<file path="src/mdmd_pkg.sv">
// Shared constants and types for the MDIO manageable device block
package mdmd_pkg;
  // Register byte addresses
  localparam logic [31:0] ADDR_CONTROL = 32'h40005c00;
  localparam logic [31:0] ADDR_FRAME_INFO = 32'h40005c04;
  localparam logic [31:0] ADDR_WRITE_DATA = 32'h40005c08;
  localparam logic [31:0] ADDR_ADDRESS = 32'h40005c0c;
  localparam logic [31:0] ADDR_REPLY = 32'h40005c10;
  localparam logic [31:0] ADDR_EXPECTED = 32'h40005c14;
  localparam logic [31:0] ADDR_PROGRESS = 32'h40005c18;
  localparam logic [31:0] ADDR_IRQ_EN = 32'h40005c1c;
  localparam logic [31:0] ADDR_PIN_LEVELS = 32'h40005c20;
  // Reset values
  localparam logic [15:0] EXPECTED_CFG_RST = 16'h0400;
  localparam logic [15:0] REG_ZERO_RST = 16'h0000;
  // Field positions and widths
  localparam int DEVADD_LSB = 10;
  localparam int PORTSEL_LSB = 5;
  localparam int PORTSW_LSB = 0;
  localparam int FIELD_W = 5;
  localparam int PORT_WIDTH_SELECT_BIT = 1;
  localparam int NARROW_BITS = 3;
  // Progress flag positions
  localparam int PORT_MISMATCH_FLAG = 7;
  localparam int PORT_MATCH_FLAG = 6;
  localparam int DEVICE_MISMATCH_FLAG = 5;
  localparam int DEVICE_MATCH_FLAG = 4;
  localparam int READ_FRAME_DONE = 3;
  localparam int INCREMENT_FRAME_DONE = 2;
  localparam int ADDRESS_FRAME_DONE = 1;
  localparam int WRITE_FRAME_DONE = 0;
  // Opcodes
  localparam logic [1:0] OP_SET_ADDRESS = 2'h0;
  localparam logic [1:0] OP_WRITE = 2'h1;
  localparam logic [1:0] OP_READ = 2'h3;
  localparam logic [1:0] OP_READ_INC = 2'h2;
  // Frame bit counts
  localparam logic [5:0] PREAMBLE_MIN = 6'h20;
  localparam logic [3:0] OP_LAST = 4'h1;
  localparam logic [3:0] FIELD_LAST = 4'h4;
  localparam logic [3:0] TA_LAST = 4'h1;
  localparam logic [3:0] DATA_LAST = 4'hf;
  typedef enum logic [2:0] {
    S_PRE = 3'b000, S_ST = 3'b001, S_OP = 3'b010, S_PRT = 3'b011,
    S_DEV = 3'b100, S_TA = 3'b101, S_DATA = 3'b110
  } mdmd_state_t;
  typedef enum logic [3:0] {
    R_NONE = 4'b0000, R_CTRL = 4'b0001, R_INFO = 4'b0010, R_WDATA = 4'b0011,
    R_ADDR = 4'b0100, R_REPLY = 4'b0101, R_EXP = 4'b0110, R_PROG = 4'b0111,
    R_IEN = 4'b1000, R_PINS = 4'b1001
  } mdmd_reg_t;
endpackage : mdmd_pkg

</file>
<file path="src/mdmd_link_if.sv">
// Synchronised link events between the pin sampler and the frame engine
`timescale 1ns/10ps
interface mdmd_link_if;
  logic mdc_rise;
  logic mdio_bit;
  logic [4:0] port_pins;
  modport src (output mdc_rise, mdio_bit, port_pins);
  modport dst (input mdc_rise, mdio_bit, port_pins);
endinterface : mdmd_link_if

</file>
<file path="src/mdmd_sync.sv">
// Pin synchronisers and management clock edge finder
`timescale 1ns/10ps
module mdmd_sync (
  // Clock, reset, enable
  input wire logic clk,
  input wire logic rst,
  input wire logic ce,
  // Raw pins
  input wire logic mdc,
  input wire logic mdio,
  input wire logic [4:0] pins,
  // Synchronised side
  mdmd_link_if.src link
);
  logic mdc_m_q;
  logic mdc_q;
  logic mdc_prev_q;
  logic dio_m_q;
  logic dio_q;
  logic [4:0] pin_m_q;
  logic [4:0] pin_q;

  // Data and clock share one delay so the sample stays aligned
  always_ff @(posedge clk) begin
    if (rst) begin
      mdc_m_q <= 1'b0;
      mdc_q <= 1'b0;
      mdc_prev_q <= 1'b0;
      dio_m_q <= 1'b1;
      dio_q <= 1'b1;
      pin_m_q <= 5'h00;
      pin_q <= 5'h00;
    end else if (ce) begin
      mdc_m_q <= mdc;
      mdc_q <= mdc_m_q;
      mdc_prev_q <= mdc_q;
      dio_m_q <= mdio;
      dio_q <= dio_m_q;
      pin_m_q <= pins;
      pin_q <= pin_m_q;
    end
  end

  assign link.mdc_rise = mdc_q & ~mdc_prev_q;
  assign link.mdio_bit = dio_q;
  assign link.port_pins = pin_q;
endmodule : mdmd_sync

</file>
<file path="src/mdmd_top.sv">
// MDIO manageable device: frame engine, APB registers and progress flags
// Function
// [RULE1] Write frame data field lands in the captured write data register.
// [RULE2] Address frame field lands in the captured address register.
// [RULE3] Reply data register shifts out in read and increment frames.
// [RULE4] Software loads reply data before the following read frame needs it.
// [RULE5] Received device address is compared with software value, reset one.
// [RULE6] Per bit, select zero takes pin, one takes software port bit.
// [RULE7] End of port field sets port match or mismatch flag.
// [RULE8] End of device field sets device match or mismatch flag.
// [RULE9] Addressed read frame end sets read frame done.
// [RULE10] Addressed increment frame end sets increment frame done.
// [RULE11] Addressed address frame end sets address frame done.
// [RULE12] Addressed write frame end sets write frame done.
// [RULE13] Reading progress flags clears them; reset value zero.
// [RULE14] Each enable bit requests an interrupt for its flag.
// [RULE15] Pin levels register shows live port address pins.
// [RULE16] Opcodes: 00 address, 01 write, 11 read, 10 read increment.
// [RULE17] Host sends at least 32 preamble ones then two zero bits.
// [RULE18] Device drives line only in second turnaround bit and data.
// [RULE19] Three bit port option ignores unused port bits in compare.
// [RULE20] Interrupt output is OR of enabled active flags, drops on clear.
`timescale 1ns/10ps
module mdmd_top
  import mdmd_pkg::*;
(
  // Clock, reset, enable
  input wire logic CORE_CLK,
  input wire logic SYS_RST,
  input wire logic CLK_EN,
  // APB slave
  input wire logic PSEL,
  input wire logic PENABLE,
  input wire logic PWRITE,
  input wire logic [31:0] PADDR,
  input wire logic [31:0] PWDATA,
  output logic [31:0] PRDATA,
  output logic PREADY,
  output logic PSLVERR,
  // Management link pins
  input wire logic MDC,
  input wire logic MDIO_IN,
  output logic MDIO_OUT,
  output logic MDIO_OE,
  input wire logic [4:0] PORT_ADDRESS_PIN,
  // Interrupt
  output logic IRQ
);
  function automatic mdmd_reg_t reg_decode(input logic [31:0] a);
    if (a == ADDR_CONTROL) reg_decode = R_CTRL;
    else if (a == ADDR_FRAME_INFO) reg_decode = R_INFO;
    else if (a == ADDR_WRITE_DATA) reg_decode = R_WDATA;
    else if (a == ADDR_ADDRESS) reg_decode = R_ADDR;
    else if (a == ADDR_REPLY) reg_decode = R_REPLY;
    else if (a == ADDR_EXPECTED) reg_decode = R_EXP;
    else if (a == ADDR_PROGRESS) reg_decode = R_PROG;
    else if (a == ADDR_IRQ_EN) reg_decode = R_IEN;
    else if (a == ADDR_PIN_LEVELS) reg_decode = R_PINS;
    else reg_decode = R_NONE;
  endfunction : reg_decode

  mdmd_link_if link ();

  mdmd_sync u_sync (
    .clk (CORE_CLK),
    .rst (SYS_RST),
    .ce (CLK_EN),
    .mdc (MDC),
    .mdio (MDIO_IN),
    .pins (PORT_ADDRESS_PIN),
    .link (link)
  );

  mdmd_state_t st_q;
  logic [5:0] pre_cnt_q;
  logic [3:0] bit_q;
  logic [15:0] shift_q;
  logic [1:0] op_q;
  logic port_ok_q;
  logic dev_ok_q;
  logic [4:0] rx_port_q;
  logic [4:0] rx_dev_q;
  logic drive_q;
  logic out_q;
  logic [15:0] tx_q;
  logic [15:0] wdata_cap_q;
  logic [15:0] addr_cap_q;
  logic [15:0] reply_q;
  logic [14:0] cfg_q;
  logic [7:0] flags_q;
  logic [7:0] ien_q;
  logic narrow_q;
  logic [31:0] prdata_q;
  logic slverr_q;
  logic fresh_q;
  logic rise;
  logic din;
  logic [15:0] shin;
  logic [4:0] exp_port;
  logic [4:0] exp_dev;
  logic port_hit;
  logic dev_hit;
  logic port_end;
  logic dev_end;
  logic frame_end;
  logic addressed;
  logic [7:0] set_v;
  logic acc;
  logic wr_acc;
  logic sta_rd;
  logic [31:0] rd_word;
  mdmd_reg_t rd_sel;

  assign rise = link.mdc_rise & CLK_EN;
  assign din = link.mdio_bit;
  assign shin = {shift_q[14:0], din};

  // [RULE6] Port bit source mux
  genvar gi;
  generate
    for (gi = 0; gi < FIELD_W; gi++) begin : g_exp
      assign exp_port[gi] = cfg_q[PORTSEL_LSB + gi] ? cfg_q[PORTSW_LSB + gi] : link.port_pins[gi];
    end
  endgenerate
  assign exp_dev = cfg_q[DEVADD_LSB +: FIELD_W];

  // [RULE19] Narrow port compare
  assign port_hit = narrow_q ? (shin[NARROW_BITS-1:0] == exp_port[NARROW_BITS-1:0]) : (shin[4:0] == exp_port);
  // [RULE5] Device address compare
  assign dev_hit = shin[4:0] == exp_dev;

  assign port_end = rise && st_q == S_PRT && bit_q == FIELD_LAST;
  assign dev_end = rise && st_q == S_DEV && bit_q == FIELD_LAST;
  assign frame_end = rise && st_q == S_DATA && bit_q == DATA_LAST;
  assign addressed = port_ok_q && dev_ok_q;

  // Frame sequencer, advanced on each management clock rise
  always_ff @(posedge CORE_CLK) begin
    if (SYS_RST) begin
      st_q <= S_PRE;
      pre_cnt_q <= 6'h00;
      bit_q <= 4'h0;
      op_q <= OP_SET_ADDRESS;
    end else if (rise) begin
      bit_q <= bit_q + 4'h1;
      case (st_q)
        // [RULE17] Preamble count then start bits
        S_PRE: begin
          bit_q <= 4'h0;
          if (din) begin
            if (pre_cnt_q != PREAMBLE_MIN) pre_cnt_q <= pre_cnt_q + 6'h01;
          end else if (pre_cnt_q == PREAMBLE_MIN) begin
            st_q <= S_ST;
            pre_cnt_q <= 6'h00;
          end else begin
            pre_cnt_q <= 6'h00;
          end
        end
        S_ST: begin
          bit_q <= 4'h0;
          if (din) begin
            st_q <= S_PRE;
            pre_cnt_q <= 6'h01;
          end else begin
            st_q <= S_OP;
          end
        end
        // [RULE16] Opcode capture
        S_OP: begin
          if (bit_q == OP_LAST) begin
            op_q <= shin[1:0];
            st_q <= S_PRT;
            bit_q <= 4'h0;
          end
        end
        S_PRT: begin
          if (bit_q == FIELD_LAST) begin
            st_q <= S_DEV;
            bit_q <= 4'h0;
          end
        end
        S_DEV: begin
          if (bit_q == FIELD_LAST) begin
            st_q <= S_TA;
            bit_q <= 4'h0;
          end
        end
        S_TA: begin
          if (bit_q == TA_LAST) begin
            st_q <= S_DATA;
            bit_q <= 4'h0;
          end
        end
        S_DATA: begin
          if (bit_q == DATA_LAST) begin
            st_q <= S_PRE;
            bit_q <= 4'h0;
          end
        end
        default: begin
          st_q <= S_PRE;
          bit_q <= 4'h0;
        end
      endcase
    end
  end

  always_ff @(posedge CORE_CLK) begin
    if (SYS_RST) shift_q <= 16'h0000;
    else if (rise) shift_q <= shin;
  end

  // Field results, kept for the frame end and the info register
  always_ff @(posedge CORE_CLK) begin
    if (SYS_RST) begin
      port_ok_q <= 1'b0;
      dev_ok_q <= 1'b0;
      rx_port_q <= 5'h00;
      rx_dev_q <= 5'h00;
    end else begin
      if (port_end) begin
        port_ok_q <= port_hit;
        rx_port_q <= shin[4:0];
      end
      if (dev_end) begin
        dev_ok_q <= dev_hit;
        rx_dev_q <= shin[4:0];
      end
    end
  end

  // Reply driver; unaddressed frames never turn the line round
  always_ff @(posedge CORE_CLK) begin
    if (SYS_RST) begin
      drive_q <= 1'b0;
      out_q <= 1'b0;
      tx_q <= 16'h0000;
    end else if (rise) begin
      if (st_q == S_TA && bit_q == 4'h0 && op_q[1] && addressed) begin
        // [RULE18] Drive second turnaround bit low
        drive_q <= 1'b1;
        out_q <= 1'b0;
      end else if (st_q == S_TA && bit_q == TA_LAST && drive_q) begin
        // [RULE4] Reply taken at last possible moment
        out_q <= reply_q[15];
        tx_q <= {reply_q[14:0], 1'b0};
      end else if (st_q == S_DATA && drive_q) begin
        // [RULE3] Shift reply out msb first
        if (bit_q == DATA_LAST) begin
          drive_q <= 1'b0;
          out_q <= 1'b0;
        end else begin
          out_q <= tx_q[15];
          tx_q <= {tx_q[14:0], 1'b0};
        end
      end
    end
  end
  assign MDIO_OUT = out_q;
  assign MDIO_OE = drive_q;

  // Captures only for frames aimed at this port and device
  always_ff @(posedge CORE_CLK) begin
    if (SYS_RST) begin
      wdata_cap_q <= REG_ZERO_RST;
      addr_cap_q <= REG_ZERO_RST;
    end else if (frame_end && addressed) begin
      // [RULE1] Write data capture
      if (op_q == OP_WRITE) wdata_cap_q <= shin;
      // [RULE2] Address capture
      if (op_q == OP_SET_ADDRESS) addr_cap_q <= shin;
    end
  end

  always_comb begin
    set_v = 8'h00;
    // [RULE7] Port result flags
    set_v[PORT_MISMATCH_FLAG] = port_end && !port_hit;
    set_v[PORT_MATCH_FLAG] = port_end && port_hit;
    // [RULE8] Device result flags
    set_v[DEVICE_MISMATCH_FLAG] = dev_end && !dev_hit;
    set_v[DEVICE_MATCH_FLAG] = dev_end && dev_hit;
    // [RULE9] Read frame done
    set_v[READ_FRAME_DONE] = frame_end && addressed && op_q == OP_READ;
    // [RULE10] Increment frame done
    set_v[INCREMENT_FRAME_DONE] = frame_end && addressed && op_q == OP_READ_INC;
    // [RULE11] Address frame done
    set_v[ADDRESS_FRAME_DONE] = frame_end && addressed && op_q == OP_SET_ADDRESS;
    // [RULE12] Write frame done
    set_v[WRITE_FRAME_DONE] = frame_end && addressed && op_q == OP_WRITE;
  end

  // APB: zero wait states while enabled; a setup missed while frozen costs one wait
  assign PREADY = CLK_EN && fresh_q;
  assign acc = PSEL && PENABLE && PREADY;
  assign wr_acc = acc && PWRITE;
  assign rd_sel = reg_decode(PADDR);
  assign sta_rd = acc && !PWRITE && rd_sel == R_PROG;

  // [RULE13] Clear only what the reader saw; a new set wins
  always_ff @(posedge CORE_CLK) begin
    if (SYS_RST) flags_q <= REG_ZERO_RST[7:0];
    else if (CLK_EN) flags_q <= (flags_q & ~(sta_rd ? prdata_q[7:0] : 8'h00)) | set_v;
  end

  // Software written configuration
  always_ff @(posedge CORE_CLK) begin
    if (SYS_RST) begin
      reply_q <= REG_ZERO_RST;
      cfg_q <= EXPECTED_CFG_RST[14:0];
      ien_q <= REG_ZERO_RST[7:0];
      narrow_q <= 1'b0;
    end else if (wr_acc) begin
      if (rd_sel == R_REPLY) reply_q <= PWDATA[15:0];
      else if (rd_sel == R_EXP) cfg_q <= PWDATA[14:0];
      else if (rd_sel == R_IEN) ien_q <= PWDATA[7:0];
      else if (rd_sel == R_CTRL) narrow_q <= PWDATA[PORT_WIDTH_SELECT_BIT];
    end
  end

  always_comb begin
    rd_word = 32'h0;
    case (rd_sel)
      R_CTRL: rd_word[PORT_WIDTH_SELECT_BIT] = narrow_q;
      R_INFO: rd_word[15:0] = {4'h0, rx_dev_q, rx_port_q, op_q};
      R_WDATA: rd_word[15:0] = wdata_cap_q;
      R_ADDR: rd_word[15:0] = addr_cap_q;
      R_REPLY: rd_word[15:0] = reply_q;
      R_EXP: rd_word[14:0] = cfg_q;
      R_PROG: rd_word[7:0] = flags_q;
      R_IEN: rd_word[7:0] = ien_q;
      // [RULE15] Live pin levels
      R_PINS: rd_word[4:0] = link.port_pins;
      default: rd_word = 32'h0;
    endcase
  end

  // Read data sampled each selected cycle while enabled, so the access shows it
  always_ff @(posedge CORE_CLK) begin
    if (SYS_RST) begin
      prdata_q <= 32'h0;
      slverr_q <= 1'b0;
    end else if (CLK_EN && PSEL) begin
      prdata_q <= rd_word;
      slverr_q <= rd_sel == R_NONE;
    end
  end
  // Stale read data never completes a transfer
  always_ff @(posedge CORE_CLK) begin
    if (SYS_RST) fresh_q <= 1'b0;
    else if (CLK_EN) fresh_q <= PSEL && !acc;
  end
  assign PRDATA = prdata_q;
  assign PSLVERR = slverr_q && PSEL && PENABLE && PREADY;

  // [RULE14] Per flag enable
  // [RULE20] Level interrupt
  assign IRQ = |(flags_q & ien_q);
endmodule : mdmd_top

</file>
<file path="config.mk">
export PLATFORM = sky130hd
export DESIGN_NAME = mdmd_top
export DESIGN_NICKNAME = d
export VERILOG_FILES = /design/src/mdmd_pkg.sv /design/src/mdmd_link_if.sv /design/src/mdmd_sync.sv /design/src/mdmd_top.sv
export SDC_FILE = /design/constraint.sdc
export NUM_CORES = 1
export LEC_CHECK = 0
export ABC_AREA = 1
export ABC_CLOCK_PERIOD_IN_PS = 1550
export BUFFER_PORTS_ARGS = -buffer_cell sky130_fd_sc_hd__buf_2
export CAP_MARGIN = 20
export CORE_ASPECT_RATIO = 0.75
export CORE_MARGIN = 5
export CORE_UTILIZATION = 26
export DETAILED_ROUTE_END_ITERATION = 16
export HOLD_SLACK_MARGIN = 0.02
export SETUP_SLACK_MARGIN = 0.2
export SLEW_MARGIN = 20
export SYNTH_ARGS = -nofsm -noshare
export SYNTH_HDL_FRONTEND = slang
export SYNTH_SLANG_ARGS = --single-unit
</file>
<file path="constraint.sdc">
create_clock -name CORE_CLK -period 1.55 [get_ports CORE_CLK]
set_input_delay 0.31 -clock CORE_CLK [delete_from_list [all_inputs] [get_ports CORE_CLK]]
set_output_delay 0.31 -clock CORE_CLK [all_outputs]
set_load 0.005 [all_outputs]
</file>
==> flow_metrics.py <==
metrics = {
    "routing": {
        "viasPerCell": 4.84,
        "first_pass_iters": 5,
        "drtIter0Drc": 898,
        "routed_wl_um": 31100,
        "drc": 0,
        "vias": 8915,
        "drt.antenna.violating_nets": 0,
        "wl_per_cell_um": 16.9,
    },
    "sta": {
        "final.period_utilization_pct": 118,
        "setup_slack_ns": -0.286,
        "fin_tns_setup_ns": -18.58,
        "relSlewSlack_pct": 55.0,
        "fin_hold_ws_ns": 0.0943,
        "rsz0062_at_grt": "true",
        "slew_viol_final": 0,
        "period_needed_ns": 1.84,
        "fmax_mhz": 545,
        "hold_violations": 0,
        "worst_slew_pin_slew_ns": 0.674,
        "setup_viol": 116,
        "fin_skew_ns": 0.0141,
    },
    "worst_setup_path": {
        "cp.arrival_ns": 2.17,
        "r2r_cells": 11,
        "startpoint_type": "flop",
        "ff2ff_setup_slack_ns": -0.29,
        "cp-end-kind": "flop",
        "required_ns": 1.89,
        "crit_type": "flop to flop",
        "critPathMaxFanout": 5,
    },
    "power_and_ir_drop": {
        "leakage_nw": 5.44,
        "p_clk_share_pct": 44.3,
        "p_seq_share_pct": 47.0,
        "p_sw_share_pct": 26.5,
        "p_total_mw": 9.63,
        "pwr-share-comb_pct": 8.7,
        "power.density_nw_per_um2": 725,
        "switching_power_mw": 2.55,
        "irDropWorstVdd_mv": 0.729,
        "p_int_mw": 7.08,
    },
    "layout": {
        "area_delta_synth_final_pct": 60.6,
        "fin_nets": 1507,
        "drive_gt1_share_pct": 46.3,
        "instances_no_fill": 1843,
        "layout_common_cells": "dfxtp_1, nand2_1, buf_4, nor2_1, inv_1",
        "n_antenna_cell": 0,
        "layout_commonest_cell": "dfxtp_1",
    },
    "clocking": {
        "clk_pin_slew_ns": 0.07,
        "htreeDepth": 4,
        "cts_buffers": 17,
        "clock_path_buffers": 2,
        "clk_latency_ns": 0.45,
        "cts_tree": "yes",
        "clock-root-buffer": "clkbuf_16",
        "cts.sinks": 172,
    },
    "global_route": {
        "first_global_vias": 8394,
        "antenna_found_initial": 0,
        "grt-ovfl-total": 0,
        "grt_pass1_wl_um": 45900,
        "grt_usage_pct": 16.4,
        "grt_max_degree": 57,
    },
    "die": {
        "io_pins": 114,
        "num_rows": 56,
        "die_y_um": 164,
        "die_w_um": 216,
        "die-area_um2": 35500,
        "start_util_pct": 26.4,
        "fp.coreArea_um2": 31300,
    },
    "yosys": {
        "synth.distinct_cells": 45,
        "ys.flop_type": "dfxtp_1",
        "synth_edf_count": 0,
        "avgSynthCellArea_um2": 7.03,
        "syn_area_um2": 8270,
        "synth_seq_cells": 172,
        "synth_seq_area_share_pct": 41.6,
        "syn_inst": 1177,
        "yosysWarnings": 0,
        "synthArstFlopShare_pct": 0,
    },
    "run": {
        "cap_violations": 0,
    },
    "placed_design": {
        "place_inst": 1734,
        "pre_cts_ws_ns": -0.574,
        "dp_hpwl_um": 20700,
        "numPortBuffers": 81,
        "gp_congestion": 0.894,
    },
    "status": {
        "violations": "negative setup slack",
        "status": "finished, violations left",
    },
    "worst_hold_path": {
        "hp-class": "input port to flop",
        "holdPathStages": 3,
    },
}
## synth_stat cells (2+ instances only)
cell type / count / share of area, %
inv_2: 13 / 0.59
nor3_2: 6 / 0.73
clkbuf_1: 28 / 1.3
inv_1: 132 / 6.0
o21ai_0: 183 / 11
a221oi_1: 2 / 0.21
nor2_2: 7 / 0.53
dfxtp_1: 172 / 42
nor3_1: 10 / 0.61
a21oi_1: 127 / 7.7
nand3_1: 55 / 3.3
a31oi_1: 3 / 0.23
xor2_1: 7 / 0.74
nor2_1: 124 / 5.6
clkinv_1: 3 / 0.14
nand2_1: 196 / 8.9
nor3b_1: 2 / 0.18
xnor2_1: 3 / 0.32
ha_1: 5 / 0.76
nor3_4: 2 / 0.39
nand3b_1: 2 / 0.18
nand3_2: 6 / 0.73
buf_2: 9 / 0.54
a211oi_1: 2 / 0.18
buf_4: 20 / 1.8
nand2_2: 10 / 0.76
clkbuf_2: 3 / 0.18
nor2_4: 8 / 1.1
o21ai_1: 9 / 0.54
nand4_1: 8 / 0.61
o22ai_1: 4 / 0.30
buf_6: 3 / 0.41
## worst paths after layout
check                                   from                           to
setup / recovery       bit_q[0]$_SDFFE_PP0P_  wdata_cap_q[5]$_SDFFE_PP0P_
hold / removal                       MDIO_IN  u_sync.dio_m_q$_SDFFE_PP1P_
setup reg to reg       bit_q[0]$_SDFFE_PP0P_  wdata_cap_q[5]$_SDFFE_PP0P_
hold reg to reg   addr_cap_q[4]$_SDFFE_PP0P_   addr_cap_q[4]$_SDFFE_PP0P_
## sequential cells by signal, indices dropped and copies added (netlist names), 15 cells and up
| signal | count |
|---|---|
| cfg_q | 15 |
| addr_cap_q | 16 |
| shift_q | 15 |
| reply_q | 16 |
| PRDATA | 16 |
| wdata_cap_q | 16 |
| tx_q | 15 |
## critical path: stages (launching register included)
cell and delay (ns):
dfxtp_4 0.36, ha_4 0.14, nand2_4 0.07, nor2_4 0.11, nand2_2 0.08, nor3_4 0.22
buf_4 0.17, nand3_4 0.09, buf_6 0.16, buf_16 0.13, o21ai_2 0.15, a21oi_2 0.05
## power groups by stage
| stage | Combinational, mW | Sequential [mW] | Clock [mW] |
|---|---|---|---|
| after floorplan | 0.377 | 4.60 | 0 |
| after global placement | 0.649 | 4.62 | 0 |
| after detailed placement | 0.658 | 4.62 | 0 |
| after CTS | 0.740 | 4.52 | 4.30 |
| after global routing | 0.902 | 4.53 | 4.52 |
| final | 0.833 | 4.53 | 4.27 |
## area by class of cell
type / count / area [um^2]
Fill cell: 2990 / 18000
Multi-Input combinational cell: 809 / 5410
Sequential cell: 172 / 3470
Timing Repair Buffer: 274 / 2630
Inverter: 149 / 684
Tap cell: 406 / 508
Clock buffer: 18 / 439
Clock inverter: 13 / 131
Timing Repair inverter: 2 / 15.0
## per-stage QoR
stage	util, %	instance area [um^2]
after floorplan	-	8770
after global placement	32.8	10300
after detailed placement	32.8	10300
after CTS	39.4	12300
after global routing	42.4	13300
final	42.4	13300
## logic make-up (layout without fill, tap and decap cells)
| logic type | count (synthesis) | count (layout) | synth area share, % |
|---|---|---|---|
| and+or+nand+nor | 442 | 443 | 24.7 |
| AOI/OAI and AO/OA | 335 | 335 | 20.8 |
| buffers and inverters | 212 | 456 | 11.0 |
| DFF | 172 | 172 | 41.6 |
| xor gates and xnor gates | 10 | 10 | 1.06 |
| adders and majority gates | 5 | 5 | 0.756 |
| other | 1 | 16 | 0.0453 |
## routing by layer
metal	wire length [um]	track usage, %	part of all wire, %
met5	0	0	0
met4	450	3.67	1.4
met2	13400	23.6	43
met3	2890	5.61	9.3
met1	14400	23.8	46
## timing repair
item | in CTS | in global routing
resized for setup | 290 | 164
setup endpoints to repair | 143 | 155
pin swaps | 74 | 76
setup buffers | 37 | 28
hold buffers | 0 | 0
cloned | 11 | 2
No activity file was read; power rests on OpenSTA's default activity.
